==> config.mk <==
export PLATFORM = sky130hd
export DESIGN_NAME = adc_trigger_result_control
export DESIGN_NICKNAME = d
export VERILOG_FILES = /design/src/adc_ctrl_pkg.sv /design/src/adc_trigger_result_control.sv
export SDC_FILE = /design/constraint.sdc
export NUM_CORES = 1
export LEC_CHECK = 0
export BUFFER_PORTS_ARGS = -buffer_cell sky130_fd_sc_hd__buf_2
export CORE_ASPECT_RATIO = 0.7
export CORE_MARGIN = 2
export CORE_UTILIZATION = 59
export CTS_CLUSTER_DIAMETER = 40
export CTS_CLUSTER_SIZE = 28
export DETAILED_ROUTE_END_ITERATION = 6
export GPL_ROUTABILITY_DRIVEN = 0
export HOLD_SLACK_MARGIN = 0.06
export PLACE_DENSITY = 0.84
export SLEW_MARGIN = 5
export SYNTH_ARGS = -nofsm -noshare
export SYNTH_HDL_FRONTEND = slang
export SYNTH_SLANG_ARGS = --single-unit
==> constraint.sdc <==
create_clock -name CLK_SYS -period 3.45 [get_ports CLK_SYS]
set_input_delay 0 -clock CLK_SYS [delete_from_list [all_inputs] [get_ports CLK_SYS]]
set_output_delay 0 -clock CLK_SYS [all_outputs]
set_load 0.01 [all_outputs]
==> src/adc_ctrl_pkg.sv <==
// Constants for the converter trigger, prescaler and result control block
//
// Overview of operation
// - With auto trigger on, each rising edge of the chosen trigger while idle starts a conversion; edges during a conversion are ignored.
// - Done flag sets when a conversion ends and the result registers update.
// - Interrupt request is flag AND interrupt enable AND processor global enable.
// - Done flag clears when the processor runs the matching interrupt vector.
// - Writing one to the done flag clears it; writing zero leaves it.
// - Divider codes 000 and 001 divide by 2, then 4 up to 128.
// - Reading the low byte blocks result updates until the high byte is read.
// - Right aligned: bits 9:8 in high byte 1:0, bits 7:0 in low byte.
// - Left aligned: bits 9:2 in high byte, bits 1:0 in low byte 7:6.
// - A left align change alters the presented result at once.
// - Unipolar gives a 10-bit result, saturating when positive is not above negative.
// - Bipolar mode gives a two's complement result, nine bits plus sign.
// - Reserved bits 5 and 3 of the trigger register read back as written.
// - Trigger source select does nothing while auto trigger is off.
// - Source codes: free run, comparator, ext int 0, t0 A, t0 ovf, t1 B, t1 ovf, t1 capture.
// - Switching from a clear source to a set source counts as a rising edge.
// - Switching to free running alone never gives a trigger event.
// - Writing one to start begins a conversion; it reads one while busy.
// - First conversion after enabling takes 25 converter clocks, later ones 13.
// - Enable bit turns the converter on; clearing it aborts a running conversion.
package adc_ctrl_pkg;

   // ---------------------------------------------------------------
   // Register offsets
   // ---------------------------------------------------------------
   localparam logic [7:0] OFS_TRIG_FMT = 8'h03;
   localparam logic [7:0] OFS_RES_LO = 8'h04;
   localparam logic [7:0] OFS_RES_HI = 8'h05;
   localparam logic [7:0] OFS_CTRL_STAT = 8'h06;

   // ---------------------------------------------------------------
   // Field positions
   // ---------------------------------------------------------------
   localparam int CS_ENABLE = 7;
   localparam int CS_START = 6;
   localparam int CS_AUTO = 5;
   localparam int CS_FLAG = 4;
   localparam int CS_IE = 3;
   localparam int TF_BIPOLAR = 7;
   localparam int TF_CMP_MUX = 6;
   localparam int TF_LEFT = 4;

   // ---------------------------------------------------------------
   // Reset values and timing counts
   // ---------------------------------------------------------------
   localparam logic [7:0] CTRL_STAT_RST = 8'h00;
   localparam logic [7:0] TRIG_FMT_RST = 8'h00;
   localparam logic [9:0] RESULT_RST = 10'h000;
   localparam logic [4:0] FIRST_CONV_CLKS = 5'd25;
   localparam logic [4:0] NORMAL_CONV_CLKS = 5'd13;
   localparam logic [2:0] SRC_FREE_RUN = 3'h0;
   localparam logic [9:0] UNI_FULL_SCALE = 10'h3FF;
   localparam logic [9:0] BIP_MAX = 10'h1FF;
   localparam logic [9:0] BIP_MIN = 10'h200;

endpackage : adc_ctrl_pkg

==> src/adc_trigger_result_control.sv <==
// Converter trigger, prescaler, done flag and result register logic
//
// Added by the designer: the plain strobed port.
module adc_trigger_result_control #(
   parameter int RES_W = 10
) (
   input wire logic CLK_SYS,
   input wire logic RST,
   input wire logic [7:0] ADDR,
   input wire logic [7:0] WDATA,
   input wire logic WR,
   input wire logic RD,
   output logic [7:0] RDATA,
   input wire logic [7:1] TRIG_FLAGS,
   input wire logic GLOBAL_IRQ_EN,
   input wire logic IRQ_ACK,
   input wire logic signed [10:0] CONV_DIFF,
   output logic IRQ,
   output logic CONV_CLK_TICK,
   output logic CONV_BUSY,
   output logic COMPARATOR_MUX_ENABLE
);

   // ---------------------------------------------------------------
   // Elaboration check
   // ---------------------------------------------------------------
   if (RES_W != 10) begin : g_width_check
      $error("Result width must be 10");
   end

   // ---------------------------------------------------------------
   // Types
   // ---------------------------------------------------------------
   typedef enum logic [0:0] {
      ST_IDLE,
      ST_CONV
   } conv_state_t;

   typedef struct packed {
      conv_state_t state;
      logic enable;
      logic auto_en;
      logic flag;
      logic irq_en;
      logic [2:0] div_sel;
      logic [7:0] trig_fmt;
      logic [9:0] result;
      logic lock;
      logic first;
      logic [6:0] pre_cnt;
      logic tick;
      logic [4:0] conv_cnt;
      logic [2:0] src_prev;
      logic lvl_prev;
      logic [7:0] rdata;
   } state_t;

   state_t st_r;
   state_t st_nxt;

   // ---------------------------------------------------------------
   // Functions
   // ---------------------------------------------------------------
   // Terminal count of the prescaler for a divider code
   function automatic logic [6:0] div_last(input logic [2:0] sel);
      logic [7:0] d;
      d = 8'h01 << ((sel == 3'h0) ? 3'h1 : sel);
      return 7'(d - 8'h01);
   endfunction : div_last

   // Result byte pair for the given alignment
   function automatic logic [15:0] present(input logic [9:0] res, input logic left);
      logic [15:0] v;
      if (left) begin
         v = {res, 6'h00};
      end else begin
         v = {6'h00, res};
      end
      return v;
   endfunction : present

   // Clamp the raw input difference to the selected format
   function automatic logic [9:0] format_res(input logic signed [10:0] diff, input logic bip);
      logic [9:0] r;
      if (bip) begin
         if (diff > 11'sh1FF) begin
            r = adc_ctrl_pkg::BIP_MAX;
         end else if (diff < -11'sh200) begin
            r = adc_ctrl_pkg::BIP_MIN;
         end else begin
            r = diff[9:0];
         end
      end else if (diff <= 11'sh000 || diff > 11'sh3FF) begin
         r = adc_ctrl_pkg::UNI_FULL_SCALE;
      end else begin
         r = diff[9:0];
      end
      return r;
   endfunction : format_res

   // ---------------------------------------------------------------
   // Combinational helpers
   // ---------------------------------------------------------------
   logic [2:0] src_sel;
   logic src_level;
   logic trig_edge;
   logic start_wr;
   logic flag_wr_clr;
   logic conv_done;
   logic [15:0] shown;

   assign src_sel = st_r.trig_fmt[2:0];
   assign shown = present(st_r.result, st_r.trig_fmt[adc_ctrl_pkg::TF_LEFT]);

   // Selected trigger level, free running watches the done flag
   always_comb begin
      if (src_sel == adc_ctrl_pkg::SRC_FREE_RUN) begin
         src_level = st_r.flag;
      end else begin
         src_level = TRIG_FLAGS[src_sel];
      end
   end

   // Rising edge, including a switch from a clear to a set source
   assign trig_edge = src_level && !st_r.lvl_prev
      && !(src_sel == adc_ctrl_pkg::SRC_FREE_RUN && st_r.src_prev != adc_ctrl_pkg::SRC_FREE_RUN);

   assign start_wr = WR && ADDR == adc_ctrl_pkg::OFS_CTRL_STAT && WDATA[adc_ctrl_pkg::CS_START];
   assign flag_wr_clr = WR && ADDR == adc_ctrl_pkg::OFS_CTRL_STAT && WDATA[adc_ctrl_pkg::CS_FLAG];
   assign conv_done = st_r.state == ST_CONV && st_r.tick && st_r.conv_cnt == 5'd1;

   // ---------------------------------------------------------------
   // Next state
   // ---------------------------------------------------------------
   always_comb begin
      logic go;
      logic en_now;
      go = 1'b0;
      en_now = st_r.enable;
      st_nxt = st_r;
      st_nxt.tick = 1'b0;

      // Register writes
      if (WR) begin
         case (ADDR)
            adc_ctrl_pkg::OFS_CTRL_STAT: begin
               en_now = WDATA[adc_ctrl_pkg::CS_ENABLE];
               st_nxt.enable = en_now;
               st_nxt.auto_en = WDATA[adc_ctrl_pkg::CS_AUTO];
               st_nxt.irq_en = WDATA[adc_ctrl_pkg::CS_IE];
               st_nxt.div_sel = WDATA[2:0];
               if (en_now && !st_r.enable) begin
                  st_nxt.first = 1'b1;
               end
            end
            adc_ctrl_pkg::OFS_TRIG_FMT: begin
               st_nxt.trig_fmt = WDATA;
            end
            default: begin
            end
         endcase
      end

      // Done flag clears by vector entry or by writing one
      if (flag_wr_clr || IRQ_ACK) begin
         st_nxt.flag = 1'b0;
      end

      // Prescaler runs only while enabled
      if (!st_r.enable) begin
         st_nxt.pre_cnt = 7'h00;
      end else if (st_r.pre_cnt >= div_last(st_r.div_sel)) begin
         st_nxt.pre_cnt = 7'h00;
         st_nxt.tick = 1'b1;
      end else begin
         st_nxt.pre_cnt = st_r.pre_cnt + 7'h01;
      end

      // Edge detector history
      st_nxt.lvl_prev = src_level;
      st_nxt.src_prev = src_sel;

      // Start sources
      if (start_wr) begin
         go = 1'b1;
      end
      if (st_r.enable && st_r.auto_en && trig_edge) begin
         go = 1'b1;
      end

      // Conversion sequencing
      case (st_r.state)
         ST_IDLE: begin
            if (go && en_now) begin
               st_nxt.state = ST_CONV;
               st_nxt.conv_cnt = (st_r.first || (en_now && !st_r.enable))
                  ? adc_ctrl_pkg::FIRST_CONV_CLKS : adc_ctrl_pkg::NORMAL_CONV_CLKS;
               st_nxt.first = 1'b0;
            end
         end
         ST_CONV: begin
            if (conv_done) begin
               st_nxt.state = ST_IDLE;
               if (!st_r.lock) begin
                  st_nxt.result = format_res(CONV_DIFF, st_r.trig_fmt[adc_ctrl_pkg::TF_BIPOLAR]);
                  st_nxt.flag = 1'b1;
               end
            end else if (st_r.tick) begin
               st_nxt.conv_cnt = st_r.conv_cnt - 5'd1;
            end
         end
         default: begin
            st_nxt.state = ST_IDLE;
         end
      endcase

      // Turning the converter off aborts the conversion
      if (!en_now) begin
         st_nxt.state = ST_IDLE;
         st_nxt.conv_cnt = 5'd0;
      end

      // Register reads, data one cycle later
      st_nxt.rdata = 8'h00;
      if (RD) begin
         case (ADDR)
            adc_ctrl_pkg::OFS_CTRL_STAT: begin
               st_nxt.rdata = {st_r.enable, st_r.state == ST_CONV, st_r.auto_en,
                  st_r.flag, st_r.irq_en, st_r.div_sel};
            end
            adc_ctrl_pkg::OFS_TRIG_FMT: begin
               st_nxt.rdata = st_r.trig_fmt;
            end
            adc_ctrl_pkg::OFS_RES_LO: begin
               st_nxt.rdata = shown[7:0];
               st_nxt.lock = 1'b1;
            end
            adc_ctrl_pkg::OFS_RES_HI: begin
               st_nxt.rdata = shown[15:8];
               st_nxt.lock = 1'b0;
            end
            default: begin
               st_nxt.rdata = 8'h00;
            end
         endcase
      end
   end

   // ---------------------------------------------------------------
   // State register
   // ---------------------------------------------------------------
   always_ff @(posedge CLK_SYS) begin
      if (RST) begin
         st_r.state <= ST_IDLE;
         st_r.enable <= adc_ctrl_pkg::CTRL_STAT_RST[adc_ctrl_pkg::CS_ENABLE];
         st_r.auto_en <= adc_ctrl_pkg::CTRL_STAT_RST[adc_ctrl_pkg::CS_AUTO];
         st_r.flag <= adc_ctrl_pkg::CTRL_STAT_RST[adc_ctrl_pkg::CS_FLAG];
         st_r.irq_en <= adc_ctrl_pkg::CTRL_STAT_RST[adc_ctrl_pkg::CS_IE];
         st_r.div_sel <= adc_ctrl_pkg::CTRL_STAT_RST[2:0];
         st_r.trig_fmt <= adc_ctrl_pkg::TRIG_FMT_RST;
         st_r.result <= adc_ctrl_pkg::RESULT_RST;
         st_r.lock <= 1'b0;
         st_r.first <= 1'b1;
         st_r.pre_cnt <= 7'h00;
         st_r.tick <= 1'b0;
         st_r.conv_cnt <= 5'd0;
         st_r.src_prev <= adc_ctrl_pkg::SRC_FREE_RUN;
         st_r.lvl_prev <= 1'b0;
         st_r.rdata <= 8'h00;
      end else begin
         st_r <= st_nxt;
      end
   end

   // ---------------------------------------------------------------
   // Outputs
   // ---------------------------------------------------------------
   assign RDATA = st_r.rdata;
   assign IRQ = st_r.flag && st_r.irq_en && GLOBAL_IRQ_EN;
   assign CONV_CLK_TICK = st_r.tick;
   assign CONV_BUSY = st_r.state == ST_CONV;
   assign COMPARATOR_MUX_ENABLE = st_r.trig_fmt[adc_ctrl_pkg::TF_CMP_MUX];

endmodule : adc_trigger_result_control

# Word level (Yosys, flattened, before mapping)
# Cells that the tools add are included.
# word_totals
register_bits	53
input_bits	40
out_inout_bits	12
# classes
n_addsub	3
magnitude_cmp	6
eq_ne	8
shift	1
mux	33
bitwise_logic	5
n_reduce_logical	34
# ops
cell	count
$mux 10	4
$pmux 8 s4	1
$eq 8x3->1 const B	3
$mux 5	4
$mux 1	18
$mux 16	1
$logic_and 1x1->1	15
$gt 11x10->1 const B	1
$gt 11x11->1 const B	1
$le 11x1->1 const B	1
$lt 11x10->1 const B	1
$pmux 5 s2	1
$eq 8x2->1 const B	1
$add 7x1->7 const B	1
$ge 7x7->1	1
$shl 1x3->7 const A	1
$sub 7x1->7 const B	1
$logic_not 3->1	2
$ne 2x2->1 const B	3
$reduce_and 2->1	3
$reduce_and 3->1	2
$reduce_or 2->1	3
$eq 5x1->1 const B	1
$not 1->1	5
other kinds (10)	15

# Logic depth before layout (Yosys ltp)
# Gate-level depths: netlist of run 1.
# depth
ltp_word	10
mapped_depth	8
depth_no_buf	8

# Worst setup path before layout of run 1
# Ideal clock, no wire load.
# synth_path
kind	reg-to-reg
startpoint	register st_r[47] (netlist bit)
endpoint	register st_r[20] (netlist bit)
arrival_time_ns	2.252
path_slack_ns	1.132
stages_incl_launch_ff	9
path_cell_list	dfxtp_1 > or2_2 > ha_1 > ha_1 > a21o_1 > a21o_1 > a2111oi_0 > o21ai_1 > nor2_1
# synth_between
elab_chain_len	6
# synth_rtl
element	line_no	text
start: declaration	adc_trigger_result_control.sv:58	state_t st_r;
start signal: assignment	adc_trigger_result_control.sv:271	st_r <= st_nxt;
$logic_not 3->1	adc_trigger_result_control.sv:67	d = 8'h01 << ((sel == 3'h0) ? 3'h1 : sel);
$mux 3 (*)	adc_trigger_result_control.sv:67	
$shl 1x3->7 (*)	adc_trigger_result_control.sv:67	
$sub 7x1->7 (*)	adc_trigger_result_control.sv:68	return 7'(d - 8'h01);
$ge 7x7->1 (*)	adc_trigger_result_control.sv:172	end else if (st_r.pre_cnt >= div_last(st_r.div_sel)) begin
$reduce_or 3->1 (no source line) (*)	-	
# Every way passes the cells marked *; elsewhere a longest branch is shown, timed or not.
# A chain may end at the register's enable or synchronous reset.

# Worst setup path in the final report of run 1
# layout_path
startpoint	register st_r[47] (netlist bit)
endpoint	register st_r[22] (netlist bit)
# The elaborated chain is that of the path after synthesis.

==> impl_metrics.json, run 1 <==
{
  "final_cells": 440,
  "worst_pin_slew_ns": 0.799,
  "place_inst": 412,
  "busiest_layer": "met2",
  "avgSynthCellArea_um2": 8.47,
  "drc_errors": 0,
  "numCtsBuffers": 5,
  "synth.most_common_cell": "dfxtp_1",
  "p_int_w": 0.000796,
  "final_layout_size_suffix_gt1_share_pct": 20.3,
  "overflow": 0,
  "path_cells": "or2_2, ha_1, ha_1, a21o_1, a21o_1, a2111oi_0, o21ai_1, nor2_1",
  "fillers": 326,
  "post_cts_buffers": 0,
  "ios": 52,
  "cts_tree": "built",
  "slowest_delay_ns": 0.54,
  "ys.flop_type": "dfxtp_1",
  "die_y_um": 61.2,
  "vias": 2638,
  "clockPowerShare_pct": 34.2,
  "antenna_found_initial": 0,
  "cts_sinks": 53,
  "areaGrowthSynthToFinish_pct": 18.9,
  "dieArea_um2": 5240,
  "routedWlPerCell_um": 15.4,
  "finalSetupViolCount": 0,
  "synth_edf_count": 0,
  "timing.final.crit_share_pct": 74.9,
  "grtUsageMet3_pct": 3.75,
  "grt_use_met1_pct": 38.9,
  "fin_hold_ws_ns": 0.0797,
  "rows": 20,
  "synth_area_leaders": "dfxtp_1 39%, a21oi_1 5.5%, ha_1 5.0%",
  "fin_util_pct": 74.3,
  "finalCriticalPeriod_ns": 2.59,
  "globalRouteMet2Util_pct": 45.9,
  "cts.hold.buffers_added": 20,
  "maxSlewViolCount": 0,
  "swShare_pct": 24.2,
  "cts_buffer_depth": 2,
  "hold_viol": 0,
  "drt_iter0_markers": 274,
  "finalPower_w": 0.00105,
  "maxCapViolCount": 0,
  "htree_levels": 2,
  "fmax_mhz": 387,
  "crit_slowest_cell": "a2111oi_0",
  "tns_ns": 0,
  "drt-total-wl_mm": 6.77,
  "ys_seq_area_share_pct": 38.5,
  "worstPathRequired_ns": 3.70,
  "skew_ns": 0.0147,
  "diodes": 0,
  "combPwrFrac_pct": 7.5,
  "synth_area_um2": 2750,
  "first_pass_iters": 5,
  "grt_max_degree": 36,
  "power.density_nw_per_um2": 321,
  "synth_cell_types": 60,
  "root_buffer": "clkbuf_8",
  "first_global_vias": 2470,
  "critPathArrivalTime_ns": 2.84,
  "io_buffers": 51,
  "p_seq_share_pct": 58.3,
  "yosys-top-cells-count": "53 x dfxtp_1, 35 x nand2_1, 33 x nor2_1, 30 x a21oi_1, 20 x nand3_1",
  "netlist_instances": 325,
  "die_w_um": 85.7,
  "fin_nets": 435,
  "vias_per_cell": 6.00,
  "core-area_um2": 4400,
  "hold_class": "in2reg",
  "yosys_warnings": 0,
  "path_class": "reg2reg",
  "initial_core_util_pct": 62.5,
  "slew-limit-headroom_pct": 46.5,
  "yosysTopAreaCell": "dfxtp_1",
  "ctsResizeCount": 0,
  "drtAntennaViolNets": 0,
  "grt_usage_pct": 27.5,
  "worstSetupStartpointType": "flop",
  "grt_pass1_wl_mm": 11.3,
  "cp-end-kind": "flop",
  "ir_drop_mv": 0.240,
  "critPathMaxFanout": 8,
  "async_flop_share_pct": 0,
  "power_switching_w": 0.000254,
  "dp_hpwl_mm": 4.97,
  "p_leak_nw": 1.29,
  "synth_top_area_share_pct": 38.5,
  "rsz0062_at_grt": "false",
  "ys_ff_latch": 53,
  "clk_pin_slew_ns": 0.10,
  "clock_latency_ns": 0.31,
  "outcome": "complete, no violations",
  "ff2ff_setup_slack_ns": 0.86
}
sequential cells by signal, indices dropped and copies added, names as in the netlist:
name	flops
src_sel	3
RDATA	8
st_r	39
CONV_CLK_TICK	1
COMPARATOR_MUX_ENABLE	1
CONV_BUSY	1
routing by layer:
metal,vias up,wire [um]
li1,1288,-
met1,1210,3110
met2,132,3030
met3,8,577
met4,0,45
met5,-,0
cell usage in the layout, fill, tap and decap left out, types with 6 or more instances in the layout:
master and n:
a211oi_1 7, a21oi_1 30, a222oi_1 8, buf_2 51, dfxtp_1 53, dlygate4sd3_1 20, ha_1 11, inv_1 16
nand2_1 35, nand3_1 20, nor2_1 33, nor3_1 6, o21ai_0 6
worst paths after layout:
kind                              startpoint        to  cells after the start
worst min register to register      st_r[40]  st_r[40]                      2
worst max register to register      st_r[47]  st_r[22]                      8
worst min-delay path            CONV_DIFF[7]  st_r[34]                      3
worst max-delay path                st_r[47]  st_r[22]                      8
kinds of logic after synthesis:
| kind of cell | share of synthesized area, % |
|---|---|
| compound gates | 20.9 |
| xor+xnor | 2.54 |
| fa+ha+maj | 5.00 |
| buf+inv | 6.36 |
| flops | 38.5 |
| mux | 3.59 |
| other cells | 0.136 |
| simple gates | 22.9 |
power by group through the flow:
stage / Combinational (W) / Clock, W / Sequential, W
finish: 0.0000791 / 0.000359 / 0.000612
detailed placement: 0.0000614 / 0 / 0.000626
CTS: 0.0000783 / 0.000357 / 0.000612
floorplan: 0.0000277 / 0 / 0.000626
global route: 0.0000871 / 0.000377 / 0.000612
global placement: 0.0000595 / 0 / 0.000626
layout make-up:
| class | count | area (um^2) | area share [%] |
|---|---|---|---|
| inverter | 16 | 60.1 | 1.83 |
| tap | 55 | 68.8 | 2.10 |
| clock buffer | 5 | 68.8 | 2.10 |
| clock inverter | 3 | 22.5 | 0.688 |
| sequential | 53 | 1060 | 32.4 |
| multi-input combinational | 235 | 1520 | 46.5 |
| timing repair buffer | 73 | 470 | 14.4 |
through the flow:
step	setup slack, ns	cell area [um^2]
2_1_floorplan	1.13	2760
3_3_place_gp	0.928	2980
3_5_place_dp	0.899	2980
4_1_cts	0.860	3270
5_1_grt	0.727	3270
6_report	0.865	3270
critical path: cells and delay by family (launching register included):
kind                       cells  cell delay (ns)
and+or+nand+nor                2             0.47
DFF                            1             0.38
adders and majority gates      2             0.53
AOI/OAI and AO/OA              4             1.15
Power figures use the tool's default switching activity.
==> inputs of run 2 (changes only) <==
--- a/config.mk
+++ b/config.mk
@@ -8,13 +8,13 @@
 export BUFFER_PORTS_ARGS = -buffer_cell sky130_fd_sc_hd__buf_2
 export CORE_ASPECT_RATIO = 0.7
 export CORE_MARGIN = 2
-export CORE_UTILIZATION = 59
+export CORE_UTILIZATION = 50
 export CTS_CLUSTER_DIAMETER = 40
 export CTS_CLUSTER_SIZE = 28
 export DETAILED_ROUTE_END_ITERATION = 6
 export GPL_ROUTABILITY_DRIVEN = 0
 export HOLD_SLACK_MARGIN = 0.06
-export PLACE_DENSITY = 0.84
+export PLACE_DENSITY = 0.76
 export SLEW_MARGIN = 5
 export SYNTH_ARGS = -nofsm -noshare
 export SYNTH_HDL_FRONTEND = slang
==> constraint.sdc (replaced) <==
create_clock -name CLK_SYS -period 2.2 [get_ports CLK_SYS]
set_input_delay 0 -clock CLK_SYS [delete_from_list [all_inputs] [get_ports CLK_SYS]]
set_output_delay 0 -clock CLK_SYS [all_outputs]
set_load 0.01 [all_outputs]
==> run 2 against run 1 <==
Non-clock buffer count rose by 10. Hold slack better by 0.017 ns. Cell count grew 6.1%. Critical path depth unchanged. Register-to-register slack got worse by 0.83 ns. Clock skew fell by 0.0089 ns. Maximum frequency up 20%. Clock-buffer cell count is 1 higher. Power grew 59%. Via count is 1.9% higher. Critical path type unchanged. Largest cell class unchanged.
==> impl_metrics.json, run 2 (synthesis results as in run 1) <==
{
  "worstSetupStartpointType": "flop",
  "drc_errors": 0,
  "fmax_mhz": 463,
  "numCtsBuffers": 5,
  "drt_iter0_markers": 193,
  "die_w_um": 92.7,
  "skew_ns": 0.00580,
  "finalPower_w": 0.00167,
  "clock_latency_ns": 0.30,
  "finalCriticalPeriod_ns": 2.16,
  "critPathMaxFanout": 7,
  "path_class": "reg2reg",
  "ff2ff_setup_slack_ns": 0.04,
  "grt_max_degree": 20,
  "htree_levels": 2,
  "clk_pin_slew_ns": 0.10,
  "fin_nets": 445,
  "final_layout_size_suffix_gt1_share_pct": 24.6,
  "areaGrowthSynthToFinish_pct": 25.3,
  "timing.final.crit_share_pct": 98.2,
  "grt_pass1_wl_mm": 11.8,
  "regMostFlops": "st_r",
  "diodes": 0,
  "grt_usage_pct": 24.4,
  "vias": 2689,
  "power.density_nw_per_um2": 485,
  "crit_path_end": "st_r[22]",
  "hold_viol": 0,
  "root_buffer": "clkbuf_8",
  "rsz0062_at_grt": "true",
  "worstPathRequired_ns": 2.45,
  "initial_core_util_pct": 52.1,
  "io_buffers": 51,
  "cts_buffer_depth": 2,
  "drtAntennaViolNets": 0,
  "min-delay-start": "RST",
  "ir_drop_mv": 0.206,
  "antenna_found_initial": 0,
  "first_pass_iters": 6,
  "vias_per_cell": 5.76,
  "r2r_end": "st_r[22]",
  "largest_register_ffs": 39,
  "r2r_start": "st_r[46]",
  "dp_hpwl_mm": 5.21,
  "maxSlewViolCount": 0,
  "cp-end-kind": "flop",
  "cp-startpoint": "st_r[46]",
  "most-common-layout-cells": "51 x dfxtp_1, 51 x buf_2, 35 x nand2_1",
  "core-area_um2": 5290,
  "drt-total-wl_mm": 7.15,
  "overflow": 0,
  "cts_sinks": 53,
  "critPathArrivalTime_ns": 2.41,
  "hold_class": "in2reg",
  "dieArea_um2": 6130,
  "die_y_um": 66.1,
  "ff2ff_path_depth": 8,
  "final_area_um2": 3450,
  "rows": 22,
  "first_global_vias": 2512,
  "p_leak_nw": 1.36,
  "ios": 52,
  "placed_cell_area_um2": 3080,
  "finalSetupViolCount": 0,
  "routedWlPerCell_um": 15.3,
  "cts_tree": "built",
  "worst_pin_slew_ns": 0.685,
  "maxCapViolCount": 0,
  "outcome": "complete, no violations",
  "slew-limit-headroom_pct": 54.3
}
[run 2: power breakdown]
part	switching [W]	internal (W)	total, W
logic	0.0000658	0.0000712	0.000137
clock network	0.000319	0.000256	0.000575
registers	0.000000482	0.000959	0.000959
total	0.000385	0.00129	0.00167
[run 2: worst min path at each step]
stage / endpoint / depth (start not counted) / slack, ns
after floorplan: st_r[26] / 1 / 0.11
after global placement: st_r[26] / 2 / 0.23
after detailed placement: st_r[26] / 2 / 0.24
after CTS: st_r[44] / 2 / 0.08
after global routing: st_r[44] / 2 / 0.10
final: st_r[44] / 2 / 0.1
[run 2: layout make-up]
| cell class | count | area (um^2) |
|---|---|---|
| clock buffers | 6 | 82.6 |
| clock inverters | 2 | 13.8 |
| fillers | 461 | 1840 |
| inverters | 16 | 60.1 |
| multi-input cells | 235 | 1590 |
| flip-flops and latches | 53 | 1060 |
| well taps | 72 | 90.1 |
| repair buffers | 83 | 548 |
[run 2: timing repair]
| action | 4_1_cts | 5_1_grt |
|---|---|---|
| pin swaps | 3 | 12 |
| buffers inserted | 0 | 0 |
| resized for setup | 1 | 11 |
| hold buffers | 21 | 0 |
| setup endpoints to repair | 8 | 12 |
| hold endpoints to repair | 25 | 0 |
[run 2: worst max-delay path, cell delays in order (launching register included)]
cell and delay (ns):
dfxtp_2 0.33, or2_4 0.25, ha_4 0.27, ha_4 0.18, a21o_1 0.16, a21o_1 0.17
a2111oi_4 0.44, o21ai_4 0.15, nor2_2 0.13
[run 2: stage by stage]
| stage | std cells | setup TNS [ns] | utilization [%] | hold slack [ns] | setup slack [ns] |
|---|---|---|---|---|---|
| after floorplan | 326 | 0 | - | 0.110 | 0.00819 |
| after global placement | 438 | -0.0970 | 58.3 | 0.233 | -0.0186 |
| after detailed placement | 438 | -0.681 | 58.3 | 0.244 | -0.133 |
| after CTS | 467 | 0 | 64.3 | 0.0779 | 0.00862 |
| after global routing | 467 | -0.266 | 65.3 | 0.102 | -0.0651 |
| final | 467 | 0 | 65.3 | 0.0969 | 0.0397 |
[run 2: per-layer routing]
| layer | share of wire, % | up-vias | track usage [%] |
|---|---|---|---|
| met5 | 0 | - | 0 |
| met4 | 0.38 | 0 | 5.15 |
| met3 | 6.7 | 4 | 3.53 |
| met2 | 44 | 115 | 38.4 |
| met1 | 49 | 1263 | 35.9 |
| li1 | - | 1307 | - |
==> inputs of run 3 (changes only) <==
--- a/config.mk
+++ b/config.mk
@@ -14,7 +14,7 @@
 export DETAILED_ROUTE_END_ITERATION = 6
 export GPL_ROUTABILITY_DRIVEN = 0
 export HOLD_SLACK_MARGIN = 0.06
-export PLACE_DENSITY = 0.76
+export PLACE_DENSITY = 0.73
 export SLEW_MARGIN = 5
 export SYNTH_ARGS = -nofsm -noshare
 export SYNTH_HDL_FRONTEND = slang
==> constraint.sdc (replaced) <==
create_clock -name CLK_SYS -period 2.7 [get_ports CLK_SYS]
set_input_delay 0 -clock CLK_SYS [delete_from_list [all_inputs] [get_ports CLK_SYS]]
set_output_delay 0 -clock CLK_SYS [all_outputs]
set_load 0.01 [all_outputs]
==> run 3 against run 2 <==
Combinational power fell by 23%. Register-to-register slack improved by 0.23 ns. Core utilization down 2.6 points. Critical path type unchanged. Critical endpoint is now st_r[18]. Largest cell class unchanged. Highest routed layer unchanged.
==> impl_metrics.json, run 3 (synthesis results as in run 1) <==
{
  "slew-limit-headroom_pct": 49.9,
  "grt_usage_pct": 23.2,
  "maxSlewViolCount": 0,
  "htree_levels": 2,
  "drc_errors": 0,
  "ff2ff_setup_slack_ns": 0.27,
  "rows": 22,
  "timing.final.crit_share_pct": 90.0,
  "die_w_um": 92.7,
  "most-common-layout-cells": "53 x dfxtp_1, 51 x buf_2, 35 x nand2_1",
  "mostFrequentLayoutCell": "dfxtp_1",
  "finalSetupViolCount": 0,
  "r2r_start": "st_r[47]",
  "largest_register_ffs": 39,
  "outcome": "complete, no violations",
  "first_global_vias": 2363,
  "worst_pin_slew_ns": 0.750,
  "critPathArrivalTime_ns": 2.68,
  "power.density_nw_per_um2": 403,
  "skew_ns": 0.00986,
  "combPwrFrac_pct": 7.8,
  "cp-end-kind": "flop",
  "antenna_found_initial": 0,
  "cts_tree": "built",
  "clock_latency_ns": 0.32,
  "ir_drop_mv": 0.186,
  "overflow": 0,
  "routedWlPerCell_um": 14.9,
  "fin_nets": 437,
  "worstHoldEndpoint": "st_r[32]",
  "p_seq_share_pct": 58.5,
  "initial_core_util_pct": 52.1,
  "finalCriticalPeriod_ns": 2.43,
  "cts_buffer_depth": 2,
  "path_class": "reg2reg",
  "maxCapViolCount": 0,
  "swShare_pct": 23.6,
  "p_int_w": 0.00102,
  "p_leak_nw": 1.31,
  "clockPowerShare_pct": 33.6,
  "drt-total-wl_mm": 6.86,
  "critPathMaxFanout": 8,
  "fmax_mhz": 412,
  "drtAntennaViolNets": 0,
  "hold_viol": 0,
  "worstPathRequired_ns": 2.95,
  "core-area_um2": 5290,
  "final_layout_size_suffix_gt1_share_pct": 20.7,
  "ios": 52,
  "hold_class": "in2reg",
  "clk_pin_slew_ns": 0.10,
  "root_buffer": "clkbuf_8",
  "crit_slowest_cell": "a2111oi_2",
  "regMostFlops": "st_r",
  "path_delay_family": "compound AO/OA/AOI/OAI gates",
  "grt_max_degree": 20,
  "slowest_delay_ns": 0.45,
  "io_buffers": 51,
  "die_y_um": 66.1,
  "worstSetupStartpointType": "flop",
  "tns_ns": 0,
  "dieArea_um2": 6130,
  "cts_sinks": 53,
  "post_cts_buffers": 0,
  "drt_iter0_markers": 173,
  "numCtsBuffers": 5,
  "power_switching_w": 0.000316,
  "first_pass_iters": 5,
  "finalPower_w": 0.00134,
  "dp_hpwl_mm": 5.04,
  "fin_util_pct": 62.7,
  "path_cells": "or2_2, ha_1, ha_1, a21o_1, a21o_1, a2111oi_2, o21ai_1, nor2_1",
  "vias": 2569,
  "min-delay-start": "CONV_DIFF[5]",
  "diodes": 0,
  "crit_buf_inv": 0,
  "r2r_end": "st_r[18]",
  "hold_depth": 3,
  "ff2ff_path_depth": 8,
  "areaGrowthSynthToFinish_pct": 20.3,
  "rsz0062_at_grt": "false",
  "vias_per_cell": 5.60,
  "grt_pass1_wl_mm": 11.1
}
[run 3: cell count changes in the layout (fill, tap and decap cells not counted), sizes merged]
cell / delta
buf: -7
clkinvlp: +1
dlygate4sd3: -1
clkinv: -2
clkbuf: +1
[run 3: worst reg2reg max path: stages, from the launching register on]
cell,delay (ns)
dfxtp_1,0.38
or2_2,0.32
ha_1,0.29
ha_1,0.22
a21o_1,0.15
a21o_1,0.18
a2111oi_2,0.45
o21ai_1,0.24
nor2_1,0.14
[run 3: area by class of cell]
type	count	area, um^2
fillers	483	1970
multi-input cells	235	1530
flip-flops and latches	53	1060
repair buffers	75	485
well taps	72	90.1
clock buffers	7	76.3
inverters	16	60.1
clock inverters	1	7.51
[run 3: timing repair]
action                                 4_1_cts  5_1_grt
hold buffers                                20        0
endpoints found under the hold margin       24        0
setup endpoints to repair                    0        7
resized for setup                            0        2
[run 3: how the worst max path moves through the flow]
stage              from       end  slack (ns)  depth (start not counted)
2_1_floorplan  st_r[47]  st_r[20]        0.38                          8
3_3_place_gp   st_r[47]  st_r[24]        0.18                          8
3_5_place_dp   st_r[47]  st_r[22]        0.03                          8
4_1_cts        st_r[47]  st_r[18]       0.002                          8
5_1_grt        st_r[47]  st_r[24]        0.11                          8
6_report       st_r[47]  st_r[18]        0.27                          8
[run 3: layer usage]
layer	track usage (%)	wire length, um	vias up
met3	3.76	388	8
li1	-	-	1290
met2	35.7	2870	76
met1	33.8	3520	1195
met5	0	0	-
met4	6.07	76	0
[run 3: power groups by stage]
stage	Combinational, W	Sequential, W	Clock (W)
finish	0.000105	0.000782	0.000449
global route	0.000114	0.000782	0.000489
CTS	0.000102	0.000782	0.000453
detailed placement	0.0000804	0.000800	0
global placement	0.0000788	0.000800	0
floorplan	0.0000354	0.000800	0
[run 3: per-stage QoR]
stage	instance area, um^2	instances	setup slack (ns)	hold WS (ns)
finish	3310	459	0.271	0.0710
global route	3310	459	0.114	0.0686
CTS	3310	459	0.00171	0.0607
detailed placement	3020	431	0.0333	0.238
global placement	3020	431	0.175	0.234
floorplan	2760	326	0.382	0.110
